===== config.mk =====
export PLATFORM = sky130hd
export DESIGN_NAME = evg_top
export DESIGN_NICKNAME = d
export VERILOG_FILES = /design/src/logic/evg_pkg.sv /design/src/logic/evg_top.sv
export SDC_FILE = /design/constraint.sdc
export NUM_CORES = 1
export LEC_CHECK = 0
export ABC_AREA = 1
export ABC_CLOCK_PERIOD_IN_PS = 1400
export BUFFER_PORTS_ARGS = -buffer_cell sky130_fd_sc_hd__buf_4
export CORE_MARGIN = 2
export CORE_UTILIZATION = 48
export DETAILED_ROUTE_END_ITERATION = 8
export GPL_ROUTABILITY_DRIVEN = 0
export MAX_ROUTING_LAYER = met4
export PLACE_DENSITY = 0.77
export SLEW_MARGIN = 20
export SYNTH_ARGS = -nofsm -noshare
export SYNTH_HDL_FRONTEND = slang
export SYNTH_SLANG_ARGS = --single-unit

===== constraint.sdc =====
create_clock -name clk -period 1.4 [get_ports clk]
set_input_delay 0.14 -clock clk [delete_from_list [all_inputs] [get_ports clk]]
set_output_delay 0.14 -clock clk [all_outputs]
set_load 0.02 [all_outputs]

===== src/logic/evg_pkg.sv =====
// Purpose: constants for the event interrupt grouping block
// Assumes: APB slave, 32-bit data, registers are 16-bit words in the low lanes
// Notes: register indices are word indices; byte address is four times the index
package evg_pkg;

    // ****************************************
    // register indices
    // ****************************************
    localparam logic [15:0] EVG_IDX_MASK_A = 16'h742C;
    localparam logic [15:0] EVG_IDX_MASK_B = 16'h742D;
    localparam logic [15:0] EVG_IDX_MASK_C = 16'h742E;
    localparam logic [15:0] EVG_IDX_FLAG_A = 16'h742F;
    localparam logic [15:0] EVG_IDX_FLAG_B = 16'h7430;
    localparam logic [15:0] EVG_IDX_FLAG_C = 16'h7431;
    localparam logic [15:0] EVG_IDX_VEC_A = 16'h7432;
    localparam logic [15:0] EVG_IDX_VEC_B = 16'h7433;
    localparam logic [15:0] EVG_IDX_VEC_C = 16'h7434;

    // ****************************************
    // group sizes, ids and reset values
    // ****************************************
    localparam int EVG_NUM_A = 11;
    localparam int EVG_NUM_B = 8;
    localparam int EVG_NUM_C = 4;
    localparam logic [5:0] EVG_BASE_ID_A = 6'h20;
    localparam logic [5:0] EVG_BASE_ID_B = 6'h2B;
    localparam logic [5:0] EVG_BASE_ID_C = 6'h33;
    localparam logic [5:0] EVG_NO_ID = 6'h00;
    localparam int EVG_VEC_W = 6;
    localparam logic [31:0] EVG_RDATA_RESET = 32'h0000_0000;

endpackage : evg_pkg


===== src/logic/evg_top.sv =====
// Purpose: three interrupt groups with flag, mask and vector registers on APB
// Assumes: event inputs are one-cycle pulses from logic on clk
// Notes: every APB access takes one wait state
//
// Contract
// - three groups with flag, mask, vector
// - groups drive core lines two, three, four
// - masked flag raises no group request
// - six-bit vector per group names highest pending
// - group A eleven sources, ids 20h-2Ah
// - group B eight sources, ids 2Bh-32h
// - group C four captures, ids 33h-36h
// - events set flags even when masked
// - request when some unmasked flag pending
// - vector read returns highest set flag id
// - vector read clears the returned flag
// - write one clears flag, zero keeps
// - vector reads zero with no flags
// - 16-bit registers, unused bits read zero
// - group A flags bit0 highest to bit10
// - all flags reset to zero
// - vector in bits 5-0, rest zero
//
// Added by the designer: the APB slave port.
`timescale 1ns/100ps

// ****************************************
// one interrupt group
// ****************************************
module evg_group
    import evg_pkg::*;
#(
    parameter int N = 4,
    parameter logic [5:0] BASE = 6'h00
) (
    input wire logic clk,
    input wire logic rst_n,
    input wire logic [N-1:0] event_in,
    input wire logic mask_we,
    input wire logic [N-1:0] mask_wdata,
    input wire logic flag_we,
    input wire logic [N-1:0] flag_wdata,
    input wire logic claim,
    input wire logic [N-1:0] claim_sel,
    output logic [N-1:0] flags,
    output logic [N-1:0] group_enable_masks,
    output logic [N-1:0] top_sel,
    output logic [EVG_VEC_W-1:0] vector_id,
    output logic irq_n
);
    logic [N-1:0] next_flags;
    logic [N-1:0] next_mask;
    logic next_irq_n;

    // ****************************************
    // priority scan
    // ****************************************
    // bit 0 is highest priority, so scan from the top down
    always_comb begin
        vector_id = EVG_NO_ID;
        top_sel = '0;
        for (int i = N - 1; i >= 0; i--) begin
            if (flags[i]) begin
                vector_id = BASE + EVG_VEC_W'(i);
                top_sel = N'(1) << i;
            end
        end
    end

    // ****************************************
    // next flags, mask and request
    // ****************************************
    // masks gate only the request line, never the flags or the vector
    always_comb begin
        next_flags = flags;
        if (flag_we) begin
            next_flags = next_flags & ~flag_wdata;
        end
        if (claim) begin
            next_flags = next_flags & ~claim_sel;
        end
        next_flags = next_flags | event_in;
        next_mask = mask_we ? mask_wdata : group_enable_masks;
        // one high cycle after a claim gives the core a fresh falling edge
        next_irq_n = claim | ~(|(flags & group_enable_masks));
    end

    // ****************************************
    // group registers
    // ****************************************
    always_ff @(posedge clk) begin
        if (!rst_n) begin
            flags <= '0;
            group_enable_masks <= '0;
            irq_n <= 1'b1;
        end else begin
            flags <= next_flags;
            group_enable_masks <= next_mask;
            irq_n <= next_irq_n;
        end
    end
endmodule : evg_group

// ****************************************
// top with APB slave
// ****************************************
module evg_top
    import evg_pkg::*;
(
    input wire logic clk,
    input wire logic rst_n,
    input wire logic psel,
    input wire logic penable,
    input wire logic pwrite,
    input wire logic [31:0] paddr,
    input wire logic [31:0] pwdata,
    output logic [31:0] prdata,
    output logic pready,
    output logic pslverr,
    input wire logic [EVG_NUM_A-1:0] event_a,
    input wire logic [EVG_NUM_B-1:0] event_b,
    input wire logic [EVG_NUM_C-1:0] event_c,
    output logic core_irq_line_two_n,
    output logic core_irq_line_three_n,
    output logic core_irq_line_four_n
);
    logic [EVG_NUM_A-1:0] flags_a;
    logic [EVG_NUM_B-1:0] flags_b;
    logic [EVG_NUM_C-1:0] flags_c;
    logic [EVG_NUM_A-1:0] mask_a;
    logic [EVG_NUM_B-1:0] mask_b;
    logic [EVG_NUM_C-1:0] mask_c;
    logic [EVG_NUM_A-1:0] top_a;
    logic [EVG_NUM_B-1:0] top_b;
    logic [EVG_NUM_C-1:0] top_c;
    logic [EVG_VEC_W-1:0] vec_a;
    logic [EVG_VEC_W-1:0] vec_b;
    logic [EVG_VEC_W-1:0] vec_c;
    logic [EVG_NUM_A-1:0] claim_a_sel;
    logic [EVG_NUM_B-1:0] claim_b_sel;
    logic [EVG_NUM_C-1:0] claim_c_sel;
    logic [EVG_NUM_A-1:0] next_claim_a_sel;
    logic [EVG_NUM_B-1:0] next_claim_b_sel;
    logic [EVG_NUM_C-1:0] next_claim_c_sel;
    logic [31:0] next_prdata;
    logic next_pready;
    logic next_pslverr;
    logic hit_mask_a, hit_mask_b, hit_mask_c;
    logic hit_flag_a, hit_flag_b, hit_flag_c;
    logic hit_vec_a, hit_vec_b, hit_vec_c;
    logic hit_any;
    logic access_wait;
    logic access_done;
    logic wr_done;
    logic rd_done;

    // ****************************************
    // address decode
    // ****************************************
    function automatic logic addr_is(input logic [31:0] a, input logic [15:0] idx);
        addr_is = (a == {14'h0000, idx, 2'b00});
    endfunction : addr_is

    always_comb begin
        hit_mask_a = addr_is(paddr, EVG_IDX_MASK_A);
        hit_mask_b = addr_is(paddr, EVG_IDX_MASK_B);
        hit_mask_c = addr_is(paddr, EVG_IDX_MASK_C);
        hit_flag_a = addr_is(paddr, EVG_IDX_FLAG_A);
        hit_flag_b = addr_is(paddr, EVG_IDX_FLAG_B);
        hit_flag_c = addr_is(paddr, EVG_IDX_FLAG_C);
        hit_vec_a = addr_is(paddr, EVG_IDX_VEC_A);
        hit_vec_b = addr_is(paddr, EVG_IDX_VEC_B);
        hit_vec_c = addr_is(paddr, EVG_IDX_VEC_C);
        hit_any = hit_mask_a | hit_mask_b | hit_mask_c | hit_flag_a | hit_flag_b
            | hit_flag_c | hit_vec_a | hit_vec_b | hit_vec_c;
        access_wait = psel & penable & ~pready;
        access_done = psel & penable & pready;
        wr_done = access_done & pwrite;
        rd_done = access_done & ~pwrite;
    end

    // ****************************************
    // read data and answer
    // ****************************************
    // the claimed flag is frozen with the read data, so the cleared flag
    // is exactly the one whose id went out even if a new event lands
    always_comb begin
        next_prdata = prdata;
        next_pready = 1'b0;
        next_pslverr = 1'b0;
        next_claim_a_sel = claim_a_sel;
        next_claim_b_sel = claim_b_sel;
        next_claim_c_sel = claim_c_sel;
        if (access_wait) begin
            next_pready = 1'b1;
            next_pslverr = ~hit_any;
            next_prdata = EVG_RDATA_RESET;
            if (hit_mask_a) begin
                next_prdata[EVG_NUM_A-1:0] = mask_a;
            end
            if (hit_mask_b) begin
                next_prdata[EVG_NUM_B-1:0] = mask_b;
            end
            if (hit_mask_c) begin
                next_prdata[EVG_NUM_C-1:0] = mask_c;
            end
            if (hit_flag_a) begin
                next_prdata[EVG_NUM_A-1:0] = flags_a;
            end
            if (hit_flag_b) begin
                next_prdata[EVG_NUM_B-1:0] = flags_b;
            end
            if (hit_flag_c) begin
                next_prdata[EVG_NUM_C-1:0] = flags_c;
            end
            if (hit_vec_a) begin
                next_prdata[EVG_VEC_W-1:0] = vec_a;
            end
            if (hit_vec_b) begin
                next_prdata[EVG_VEC_W-1:0] = vec_b;
            end
            if (hit_vec_c) begin
                next_prdata[EVG_VEC_W-1:0] = vec_c;
            end
            next_claim_a_sel = top_a;
            next_claim_b_sel = top_b;
            next_claim_c_sel = top_c;
        end
    end

    always_ff @(posedge clk) begin
        if (!rst_n) begin
            prdata <= EVG_RDATA_RESET;
            pready <= 1'b0;
            pslverr <= 1'b0;
            claim_a_sel <= '0;
            claim_b_sel <= '0;
            claim_c_sel <= '0;
        end else begin
            prdata <= next_prdata;
            pready <= next_pready;
            pslverr <= next_pslverr;
            claim_a_sel <= next_claim_a_sel;
            claim_b_sel <= next_claim_b_sel;
            claim_c_sel <= next_claim_c_sel;
        end
    end

    // ****************************************
    // groups
    // ****************************************
    // three independent groups; A, B, C feed lines two to four
    evg_group #(.N(EVG_NUM_A), .BASE(EVG_BASE_ID_A)) u_group_a (
        .clk(clk),
        .rst_n(rst_n),
        .event_in(event_a),
        .mask_we(wr_done & hit_mask_a),
        .mask_wdata(pwdata[EVG_NUM_A-1:0]),
        .flag_we(wr_done & hit_flag_a),
        .flag_wdata(pwdata[EVG_NUM_A-1:0]),
        .claim(rd_done & hit_vec_a),
        .claim_sel(claim_a_sel),
        .flags(flags_a),
        .group_enable_masks(mask_a),
        .top_sel(top_a),
        .vector_id(vec_a),
        .irq_n(core_irq_line_two_n)
    );

    evg_group #(.N(EVG_NUM_B), .BASE(EVG_BASE_ID_B)) u_group_b (
        .clk(clk),
        .rst_n(rst_n),
        .event_in(event_b),
        .mask_we(wr_done & hit_mask_b),
        .mask_wdata(pwdata[EVG_NUM_B-1:0]),
        .flag_we(wr_done & hit_flag_b),
        .flag_wdata(pwdata[EVG_NUM_B-1:0]),
        .claim(rd_done & hit_vec_b),
        .claim_sel(claim_b_sel),
        .flags(flags_b),
        .group_enable_masks(mask_b),
        .top_sel(top_b),
        .vector_id(vec_b),
        .irq_n(core_irq_line_three_n)
    );

    evg_group #(.N(EVG_NUM_C), .BASE(EVG_BASE_ID_C)) u_group_c (
        .clk(clk),
        .rst_n(rst_n),
        .event_in(event_c),
        .mask_we(wr_done & hit_mask_c),
        .mask_wdata(pwdata[EVG_NUM_C-1:0]),
        .flag_we(wr_done & hit_flag_c),
        .flag_wdata(pwdata[EVG_NUM_C-1:0]),
        .claim(rd_done & hit_vec_c),
        .claim_sel(claim_c_sel),
        .flags(flags_c),
        .group_enable_masks(mask_c),
        .top_sel(top_c),
        .vector_id(vec_c),
        .irq_n(core_irq_line_four_n)
    );
endmodule : evg_top


; After elaboration in Yosys (flattened, before gate mapping)
; Index checks and enable logic that the tools add are counted.
[totals]
reg_bits = 85
in_bits = 92
out_inout_bits = 37
[op_classes]
n_eq_ne = 9
mux = 62
bitwise_logic = 49
n_reduce_logical = 4
[op_table]
columns = operator, count
row1 = 32-bit by 17-bit equality test with 1-bit output (second input constant), 9
row2 = 11-bit two-way mux, 15
row3 = 6-bit two-way mux, 26
row4 = 8-bit two-way mux, 12
row5 = 11-bit AND, 3
row6 = 4-bit two-way mux, 8
row7 = 8-bit AND, 3
row8 = 11-bit NOT, 2
row9 = 8-bit NOT, 2
row10 = 1-bit AND, 14
row11 = 4-bit AND, 3
row12 = 1-bit OR, 11
row13 = 11-bit OR, 1
row14 = 11-bit OR reduction, 1
row15 = 4-bit NOT, 2
row16 = 8-bit OR, 1
row17 = 8-bit OR reduction, 1
row18 = 1-bit NOT, 6
row19 = 4-bit OR, 1
row20 = 4-bit OR reduction, 1
row21 = 2-bit AND reduction, 1
row22 = 1-bit two-way mux, 1

; Depth between registers and ports, before layout
; Gate-level depths: netlist of run 1.
[logic_depth]
ltp_word = 14
depth_mapped = 15
mapped_depth_nobuf = 15

; By module
; Synthesis of run 1 repeated with hierarchy kept, for this count alone.
[hier_totals]
cells_unflattened = 817
hier_area_um2 = 5123.7
[by_module_without_submodules]
columns = mod, n_inst, cells_each, area_each_um2, seq_area_each_um2
row1 = evg_top, 1, 424, 2600.0, 720.7
row2 = evg_group at u_group_a, 1, 193, 1216.2, 460.4
row3 = evg_group at u_group_b, 1, 134, 867.1, 340.3
row4 = evg_group at u_group_c, 1, 66, 440.4, 180.2

; Worst setup path before layout of run 1
; OpenSTA, ideal clock, no wires.
[synth_path]
path_type = reg-to-reg
from = register pready
to = register u_group_a.group_enable_masks[6]
t_arrival_ns = 1.440
path_slack_ns = -0.125
path_stages_with_launch = 6
path_buffers = 1
period_less_slack_ns = 1.525
cell_sequence = dfxtp_1 -> nand4_1 -> inv_1 -> nand3_1 -> buf_2 -> a211oi_1
[synth_via]
elab_chain_cells = 3
[synth_rtl]
columns = element, line
row1 = start: declaration, evg_top.sv:118  ; output logic pready,
row2 = start signal: assignment, evg_top.sv:241  ; pready <= next_pready;
row3 = 1-bit AND, evg_top.sv:177  ; access_done = psel & penable & pready;
row4 = 1-bit AND, evg_top.sv:178  ; wr_done = access_done & pwrite;
row5 = 1-bit AND, evg_top.sv:257  ; .mask_we(wr_done & hit_mask_a),
row6 = end signal: assignment, evg_top.sv:98  ; group_enable_masks <= next_mask;
row7 = end: declaration, evg_top.sv:46  ; output logic [N-1:0] group_enable_masks,
; Every way passes these cells.
; A chain may end at the register's enable or synchronous reset.

; Worst setup path after layout of run 1
[layout_path]
from = register u_group_b.flags[7]
to = register prdata[1]
[layout_via]
elab_chain_cells = 10
[layout_rtl]
columns = element, line
row1 = start: declaration, evg_top.sv:45  ; output logic [N-1:0] flags,
row2 = start signal: assignment, evg_top.sv:97  ; flags <= next_flags;
row3 = 6-bit two-way mux (8 in series), evg_top.sv:63  ; if (flags[i]) begin
row4 = 6-bit two-way mux, evg_top.sv:219  ; if (hit_vec_b) begin
row5 = 6-bit two-way mux, evg_top.sv:222  ; if (hit_vec_c) begin
row6 = end signal: assignment, evg_top.sv:240  ; prdata <= next_prdata;
row7 = end: declaration, evg_top.sv:117  ; output logic [31:0] prdata,
; Every way passes these cells.

==> impl_metrics.toml, run 1 <==
[timing]
fin_crit_ns = 1.55
period_share_pct = 111
finalSetupViolCount = 6
slew_violations = 0
max_slew.worst_pin.slew_ns = 0.502
slew_headroom_pct = 66.3
finalHoldViolCount = 1
fmax_mhz = 645
finalClockSkew_ns = 0.00863
finalWorstSetupSlack_ns = -0.151
tns_ns = -0.485
rsz0062_at_grt = "yes"
fin_hold_ws_ns = -0.00918

[die]
dieArea_um2 = 10900
io_pins = 129
rows = 36
fp.dieW_um = 104
core_area_um2 = 9770
die_h_um = 104
initial_utilization_pct = 49.4

[logic_synthesis]
synth.distinct_cells = 42
synth-edff-count = 0
syn_area_per_cell_um2 = 6.68
ys_ff_latch = 85
ys_warn_count = 0
synth_async_sr_flop_share_pct = 0
seq_area_frac_synth_pct = 35.2
syn_area_um2 = 4830
netlist_instances = 724
ys.flop_type = "dfxtp_1"

[global_route]
first_global_vias = 5492
grt_max_degree = 58
grt_pass1_wl_mm = 26.5
grtUsageTotal_pct = 31.0
antenna_found_initial = 0
grt-ovfl-total = 0

[critical_path]
required_ns = 1.69
arrival_ns = 1.84
path_class = "register to register"
end_kind = "register"
crit_top_cell = "nor3_1"
crit_slowest_cell = "dfxtp_1"
slowest_delay_ns = 0.40
crit_chain = "inv_1, nor3_1, nor3_1, o31ai_1, nand2_1, a21oi_1"
crit_fanout = 3
start_kind = "register"

[pwr]
ir_drop_mv = 0.570
p_per_area_nw_per_um2 = 759
p_leak_nw = 3.07

[detailed_routing]
ant_nets = 0
route.vias.total = 5797
drc = 0
drt_iter0_markers = 666
vias_per_cell = 5.61
routed_wl_mm = 17.0
wire_per_inst_um = 16.4
dr.pass1.iters = 6

[clock_network]
clk_pin_slew_ns = 0.09
cts_sinks = 85
htreeDepth = 3
cts_tree = "built"
cts_root_buf = "clkbuf_8"
clockBufferDepth = 2
numCtsBuffers = 9
clock_latency_ns = 0.37

[cells_and_area]
layout.cells.non_filler = 1034
final_common_cell = "buf_4"
drive_gt1_share_pct = 34.3
antenna_cells = 0
nNetsFinal = 988
fin_area_um2 = 6830
fin_util_pct = 69.9
final_cell_mix = "buf_4 (168), nand2_1 (107), inv_1 (97)"
area_growth_pct = 41.3

[placed_design]
dp_cells = 1002
dpl-instance-area_um2 = 6230
io_buffers = 86
dp_hpwl_mm = 12.3

[status]
status = "finished with violations"
violations = "negative hold slack, negative setup slack"

[job]
max_cap_viol_count = 0

[hold_path]
min_path_type = "input pin to register"
## cell usage after synthesis, types with 2 or more instances
master	instances	area, µm²
nand2_1	118	443
o21ai_0	30	150
o221ai_1	3	26.3
o211ai_1	16	120
a21oi_1	64	320
nand3_1	57	285
a211oi_1	13	97.6
nor3_2	2	20.0
nor3_1	12	60.1
nor2_2	12	75.1
o22ai_1	11	68.8
buf_2	4	20.0
a21oi_2	2	17.5
inv_2	9	33.8
buf_4	22	165
nand4_1	15	93.8
nand2_2	6	37.5
a221oi_1	2	17.5
inv_1	112	420
clkbuf_1	14	52.6
nor3b_1	2	15.0
nor2_1	76	285
a31oi_1	8	50.1
nor2_4	5	56.3
dfxtp_1	85	1700
nor4_1	3	18.8
o31ai_1	6	45.0
## per-stage QoR
stage	hold WS [ns]	setup WS (ns)	total power [mW]
after floorplan	0.250	-0.0612	3.03
final	-0.00918	-0.151	5.18
after detailed placement	0.351	-0.419	3.41
after CTS	0.00145	-0.0467	5.07
after global placement	0.345	-0.377	3.39
after global routing	0.00276	-0.212	5.36
## worst max-delay path, delay by kind of cell, from the launching register on
family          cells  cell delay, ns
simple gates        3            0.50
buf+inv             1            0.09
compound gates      2            0.47
flops               1            0.40
## worst paths after layout
check	from	endpoint	slack, ns	cells after the start
hold / removal	event_c[0]	u_group_c.flags[0]$_SDFF_PN0_	-0.009	3
setup / recovery	u_group_b.flags[7]$_SDFF_PN0_	prdata[1]$_SDFFE_PN0P_	-0.15	6
setup reg to reg	u_group_b.flags[7]$_SDFF_PN0_	prdata[1]$_SDFFE_PN0P_	-0.15	6
hold reg to reg	prdata[9]$_SDFFE_PN0P_	prdata[9]$_SDFFE_PN0P_	0.47	2
## registers in the layout, indices dropped and copies added, names as in the netlist, 4 cells and up
signal and flops:
u_group_c.flags 4, prdata 11, u_group_b.group_enable_masks 8, u_group_a.group_enable_masks 11
u_group_b.flags 8, claim_a_sel 11, u_group_a.flags 11, u_group_c.group_enable_masks 4
claim_c_sel 4, claim_b_sel 8
## cell families (layout without fill, tap and decap cells)
| group | after synthesis | in the layout | synth area share, % |
|---|---|---|---|
| AND/OR/NAND/NOR | 313 | 313 | 30.1 |
| flip-flops | 85 | 85 | 35.2 |
| other | 1 | 21 | 0.0776 |
| buffers and inverters | 163 | 320 | 14.6 |
| AO/OA/AOI/OAI | 162 | 162 | 20.0 |
## metal layers
metal	vias to the layer above	routed length (µm)	GRT usage, %
met3	92	1630	6.58
met4	0	930	16.8
li1	2706	-	-
met1	2639	6420	36.3
met5	-	0	-
met2	360	8020	49.7
## final cells by class
class	count	area, µm²
fill	781	2950
multi-input combinational	496	2800
sequential	85	1720
timing repair buffer	183	1490
inverter	121	469
tap	133	166
clock buffer	11	141
clock inverter	5	45.0
## report_power, final
group / switching, mW / leakage, nW / internal (mW)
clock: 0.961 / 0.0916 / 0.716
sequential: 0.0808 / 0.696 / 2.49
combinational: 0.532 / 2.28 / 0.404
total: 1.57 / 3.07 / 3.61
## what timing repair did
action	4_1_cts	5_1_grt
setup endpoints to repair	10	48
resized for setup	18	72
pin swaps	10	22
setup buffers	4	8
endpoints found under the hold margin	4	0
hold buffers	4	0
Note: power is estimated with default switching activity, not from simulation.
==> run 2: changes to the inputs <==
--- a/config.mk
+++ b/config.mk
@@ -9,7 +9,8 @@
 export ABC_CLOCK_PERIOD_IN_PS = 1400
 export BUFFER_PORTS_ARGS = -buffer_cell sky130_fd_sc_hd__buf_4
 export CORE_MARGIN = 2
-export CORE_UTILIZATION = 48
+export CORE_UTILIZATION = 49
+export CTS_CLUSTER_SIZE = 28
 export DETAILED_ROUTE_END_ITERATION = 8
 export GPL_ROUTABILITY_DRIVEN = 0
 export MAX_ROUTING_LAYER = met4
@@ -17,4 +18,5 @@
 export SLEW_MARGIN = 20
 export SYNTH_ARGS = -nofsm -noshare
 export SYNTH_HDL_FRONTEND = slang
+export SYNTH_HIERARCHICAL = 1
 export SYNTH_SLANG_ARGS = --single-unit
==> impl_metrics.toml, run 2 <==
[status]
status = "finished, final reports clean"

[critical_path]
start_kind = "register"
arrival_ns = 1.65
required_ns = 1.70
path_class = "register to register"
end_kind = "register"
crit_fanout = 3

[timing]
fin_crit_ns = 1.36
tns_ns = 0
finalClockSkew_ns = 0.00733
fmax_mhz = 738
slew_violations = 0
finalHoldViolCount = 0
finalSetupViolCount = 0
period_share_pct = 96.8
rsz0062_at_grt = "yes"

[die]
rows = 37
initial_utilization_pct = 50.1
dieArea_um2 = 11300
io_pins = 129
core_area_um2 = 10200
fp.dieW_um = 106
die_h_um = 106

[cells_and_area]
final_common_cell = "nand2_1"
layout.cells.non_filler = 1105
nNetsFinal = 1058
fin_util_pct = 65.3
final_cell_mix = "nand2_1 (175), buf_4 (163), nor2_1 (147)"
antenna_cells = 0
drive_gt1_share_pct = 28.0
area_growth_pct = 30.4
fillers = 982

[logic_synthesis]
seq_area_frac_synth_pct = 33.2
synth_top_area_cell = "dfxtp_1"
syn_area_per_cell_um2 = 6.27
synth-edff-count = 0
ys.flop_type = "dfxtp_1"
synth_most_common_cell = "nand2_1"
synth_common_cells = "nand2_1 (178), nor2_1 (161), inv_1 (93)"
ys_ff_latch = 85
ys_warn_count = 6
synth_async_sr_flop_share_pct = 0
netlist.area_leader.share_pct = 33.2
netlist_instances = 817
syn_area_um2 = 5120
netlist_top_cells_area = "dfxtp_1 (33%), nand2_1 (13%), nor2_1 (12%)"
synth.distinct_cells = 34

[pwr]
ir_drop_mv = 0.724
total_power_mw = 5.41
p_leak_nw = 3.25
p_per_area_nw_per_um2 = 810

[clock_network]
clk_pin_slew_ns = 0.09
clock_latency_ns = 0.36
htreeDepth = 3
cts_root_buf = "clkbuf_8"
cts_sinks = 85
hold_buffers = 0
clockBufferDepth = 2
numCtsBuffers = 9
cts_tree = "built"

[detailed_routing]
wire_per_inst_um = 13.7
dr.pass1.iters = 5
vias_per_cell = 5.10
ant_nets = 0
drt_iter0_markers = 419
route.vias.total = 5640
drc = 0
routed_wl_mm = 15.1

[placed_design]
dp_cells = 1081
dp_hpwl_mm = 11.1
io_buffers = 86

[global_route]
grt-ovfl-total = 0
first_global_vias = 5195
grt_pass1_wl_mm = 24.0
antenna_found_initial = 0
grtUsageTotal_pct = 27.1
grt_max_degree = 25

[job]
max_cap_viol_count = 0

[hold_path]
min_path_type = "input pin to register"
[run 2: cell count changes in the layout (fill, tap and decap cells not counted), sizes merged, moves of 11 or more]
cell    change
o22ai      -11
nand3      +19
buf        -13
a21oi      -31
o21ai      +20
nand2      +63
a211oi     -13
inv        -19
o211ai     -11
nor2       +92
[run 2: kinds of logic (layout without fill, tap and decap cells)]
logic type | count (synthesis) | after routing | share of synthesized area (%)
AND/OR/NAND/NOR | 483 | 483 | 42.8
flip-flops | 85 | 85 | 33.2
AO/OA/AOI/OAI | 94 | 94 | 9.77
buffers and inverters | 152 | 284 | 14.0
other | 3 | 23 | 0.220
[run 2: worst max-delay path, cell delays in order (launching register included)]
cell     delay, ns
dfxtp_2       0.35
nor2_4        0.12
nand2_2       0.07
nor2_4        0.13
nand2_4       0.06
nor2_2        0.08
inv_1         0.06
nor2_1        0.10
nor2_1        0.07
nand3_1       0.08
nand2_1       0.06
a21oi_1       0.11
[run 2: worst paths after layout]
| kind | from | end | slack [ns] | cells after the start |
|---|---|---|---|---|
| setup reg to reg | u_group_a/flags[6]$_SDFF_PN0_ | prdata[3]$_SDFFE_PN0P_ | 0.04 | 11 |
| setup / recovery | u_group_a/flags[6]$_SDFF_PN0_ | prdata[3]$_SDFFE_PN0P_ | 0.04 | 11 |
| hold / removal | pwdata[8] | u_group_a/group_enable_masks[8]$_SDFFE_PN0P_ | 0.001 | 3 |
| hold reg to reg | prdata[4]$_SDFFE_PN0P_ | prdata[4]$_SDFFE_PN0P_ | 0.47 | 2 |
[run 2: final cells by class]
class	count	area (µm²)	share of cell area, %
multi-input combinational	600	2920	43.7
sequential	85	1710	25.6
timing repair buffer	166	1270	19.1
inverter	104	390	5.84
tap	136	170	2.55
clock buffer	10	138	2.06
clock inverter	4	73.8	1.11
[run 2: power by group]
part,switching (mW),internal [mW],leakage (nW)
clock network,0.891,1.03,0.108
logic,0.505,0.371,2.44
registers,0.0961,2.51,0.699
total,1.49,3.92,3.25
[run 2: routing by layer]
metal  track usage, %  wire, µm  up-vias
li1                 -         -     2811
met1             34.1      6440     2514
met2             42.9      6810      267
met3             4.78      1320       48
met4             11.8       549        0
met5                -         0        -
[run 2: repair_timing]
item,4_1_cts,5_1_grt
pin swaps,1,14
buffers inserted,1,9
resized for setup,3,34
endpoints found under the setup margin,38,31
[run 2: metrics by stage]
| step | area [µm²] | hold slack, ns | worst slack (ns) |
|---|---|---|---|
| after floorplan | 5250 | 0.272 | -0.0203 |
| after global placement | 6280 | 0.377 | -0.258 |
| after detailed placement | 6280 | 0.384 | -0.287 |
| after CTS | 6520 | 0.000393 | 0.0283 |
| after global routing | 6680 | 0.00815 | -0.0718 |
| final | 6680 | 0.00138 | 0.0448 |
==> run 3: changes to the inputs <==
--- a/config.mk
+++ b/config.mk
@@ -5,11 +5,10 @@
 export SDC_FILE = /design/constraint.sdc
 export NUM_CORES = 1
 export LEC_CHECK = 0
-export ABC_AREA = 1
 export ABC_CLOCK_PERIOD_IN_PS = 1400
 export BUFFER_PORTS_ARGS = -buffer_cell sky130_fd_sc_hd__buf_4
 export CORE_MARGIN = 2
-export CORE_UTILIZATION = 49
+export CORE_UTILIZATION = 48
 export CTS_CLUSTER_SIZE = 28
 export DETAILED_ROUTE_END_ITERATION = 8
 export GPL_ROUTABILITY_DRIVEN = 0
==> impl_metrics.toml, run 3 <==
[status]
status = "finished with violations"
violations = "negative hold slack, negative setup slack"

[job]
max_cap_viol_count = 0

[timing]
fin_hold_ws_ns = -0.00357
finalSetupViolCount = 68
fmax_mhz = 486
finalClockSkew_ns = 0.0152
slew_violations = 0
finalHoldViolCount = 1
period_share_pct = 147
fin_crit_ns = 2.06
finalWorstSetupSlack_ns = -0.656
rsz0062_at_grt = "yes"

[logic_synthesis]
ys_ff_latch = 85
synth-edff-count = 0
ys.flop_type = "dfxtp_1"
ys_warn_count = 6
synth_async_sr_flop_share_pct = 0
synth_top_area_cell = "dfxtp_1"
netlist_instances = 549
syn_area_um2 = 4730
synth_most_common_cell = "dfxtp_1"
netlist.area_leader.share_pct = 36.0
synth_common_cells = "dfxtp_1 (85), nand2_1 (67), nor2b_1 (41)"
netlist_top_cells_area = "dfxtp_1 (36%), mux2i_1 (5.7%), nor2b_1 (5.4%)"
syn_area_per_cell_um2 = 8.62
seq_area_frac_synth_pct = 36.0
synth.distinct_cells = 64

[global_route]
grt_max_degree = 60
grt-ovfl-total = 0
antenna_found_initial = 0
grt_pass1_wl_mm = 25.4
first_global_vias = 5099
grtUsageTotal_pct = 32.1

[hold_path]
min_path_type = "input pin to register"

[die]
core_area_um2 = 9680
rows = 36
dieArea_um2 = 10700
initial_utilization_pct = 48.9
fp.dieW_um = 103
io_pins = 129
die_h_um = 103

[critical_path]
crit_chain = "or4_4, nor3_4, nand3_2, mux2_4, a22oi_2, a21oi_1, o21bai_1"
arrival_ns = 2.32
end_kind = "register"
crit_slowest_cell = "or4_4"
crit_fanout = 3
path_class = "register to register"
start_kind = "register"
required_ns = 1.67
slowest_delay_ns = 0.56
path_buf_inv = 0
critPathTopFamily = "simple AND/OR/NAND/NOR gates"

[cells_and_area]
antenna_cells = 0
layout.cells.non_filler = 871
nNetsFinal = 825
final_common_cell = "buf_4"
fin_util_pct = 73.7
final_cell_mix = "buf_4 (165), dfxtp_1 (79), nand2_1 (64)"
ff_latch_area_um2 = 1710
fillers = 622
drive_gt1_share_pct = 45.9
area_growth_pct = 50.9
multi_input_area_um2 = 3250

[detailed_routing]
routed_wl_mm = 17.5
dr.pass1.iters = 5
drc = 0
drt_iter0_markers = 522
ant_nets = 0
wire_per_inst_um = 20.1
route.vias.total = 5302
vias_per_cell = 6.09

[clock_network]
clockBufferDepth = 2
clk_pin_slew_ns = 0.10
cts_tree = "built"
htreeDepth = 3
clock_latency_ns = 0.38
cts_sinks = 85
numCtsBuffers = 9
cts_root_buf = "clkbuf_8"

[placed_design]
dp_slack_ns = -0.757
dp_hpwl_mm = 11.1
io_buffers = 86
dp_cells = 828

[pwr]
p_per_area_nw_per_um2 = 800
p_leak_nw = 2.77
ir_drop_mv = 0.553
-- run 3: cell types whose count changed in the layout (fill, tap and decap cells not counted), sizes merged, moves of 31 or more --
cell and change:
a21boi +31, a22oi +31, nor2b +41, o21ai -39, nand2 -119, buf +36, nand3 -69, inv -94
nor2 -151
-- run 3: kinds of logic after synthesis --
| group | count (synthesis) | synth area share [%] |
|---|---|---|
| buffers and inverters | 64 | 7.67 |
| AND/OR/NAND/NOR | 219 | 26.5 |
| flip-flops | 85 | 36.0 |
| AO/OA/AOI/OAI | 145 | 21.6 |
| multiplexers | 33 | 8.09 |
| other | 3 | 0.238 |
-- run 3: power breakdown --
group / total (mW) / leakage (nW) / internal [mW] / switching [mW]
logic: 1.16 / 1.96 / 0.548 / 0.611
clock network: 1.99 / 0.110 / 1.01 / 0.979
registers: 2.56 / 0.696 / 2.49 / 0.0645
total: 5.71 / 2.77 / 4.06 / 1.65
-- run 3: cell type report --
cell class / instances / area share (%)
inverters: 8 / 0.420
flip-flops and latches: 85 / 23.9
multi-input cells: 420 / 45.6
clock inverters: 7 / 1.38
clock buffers: 9 / 1.73
repair buffers: 209 / 24.6
well taps: 133 / 2.33
-- run 3: path summary, 6_finish.rpt --
kind,slack (ns),depth (start not counted),startpoint,endpoint
max,-0.66,7,u_group_a/flags[3]$_SDFF_PN0_,prdata[5]$_SDFFE_PN0P_
min,-0.004,2,event_c[2],u_group_c/flags[2]$_SDFF_PN0_
max reg2reg,-0.66,7,u_group_a/flags[3]$_SDFF_PN0_,prdata[5]$_SDFFE_PN0P_
min reg2reg,0.45,2,prdata[10]$_SDFFE_PN0P_,prdata[10]$_SDFFE_PN0P_
-- run 3: through the flow --
stage / total power, mW / instance area (µm²) / hold WS (ns) / TNS [ns]
4_1_cts: 5.59 / 6890 / 0.00237 / -21.31
3_3_place_gp: 3.55 / 6120 / 0.355 / -37.67
2_1_floorplan: 3.10 / 4910 / 0.264 / -24.91
3_5_place_dp: 3.57 / 6120 / 0.371 / -40.04
6_report: 5.71 / 7140 / -0.00357 / -26.88
5_1_grt: 5.87 / 7140 / 0.00304 / -29.81
-- run 3: routing by layer --
layer  global-route usage (%)  share of wire [%]  up-vias
li1                         -                  -     2301
met1                     36.8                 37     2522
met2                     51.0                 47      357
met3                     6.99                9.2      122
met4                     20.4                6.4        0
met5                        -                  0        -
-- run 3: what timing repair did --
item,in CTS,in global routing
setup endpoints to repair,68,80
pin swaps,43,33
hold endpoints to repair,7,0
hold buffers,7,0
cloned,2,0
gates resized for setup,100,56
buffers inserted,14,10
-- run 3: worst reg2reg max path, delay by kind of cell (launching register included) --
kind            cells  cell delay (ns)
simple gates        3             0.90
flops               1             0.33
mux                 1             0.31
compound gates      3             0.41
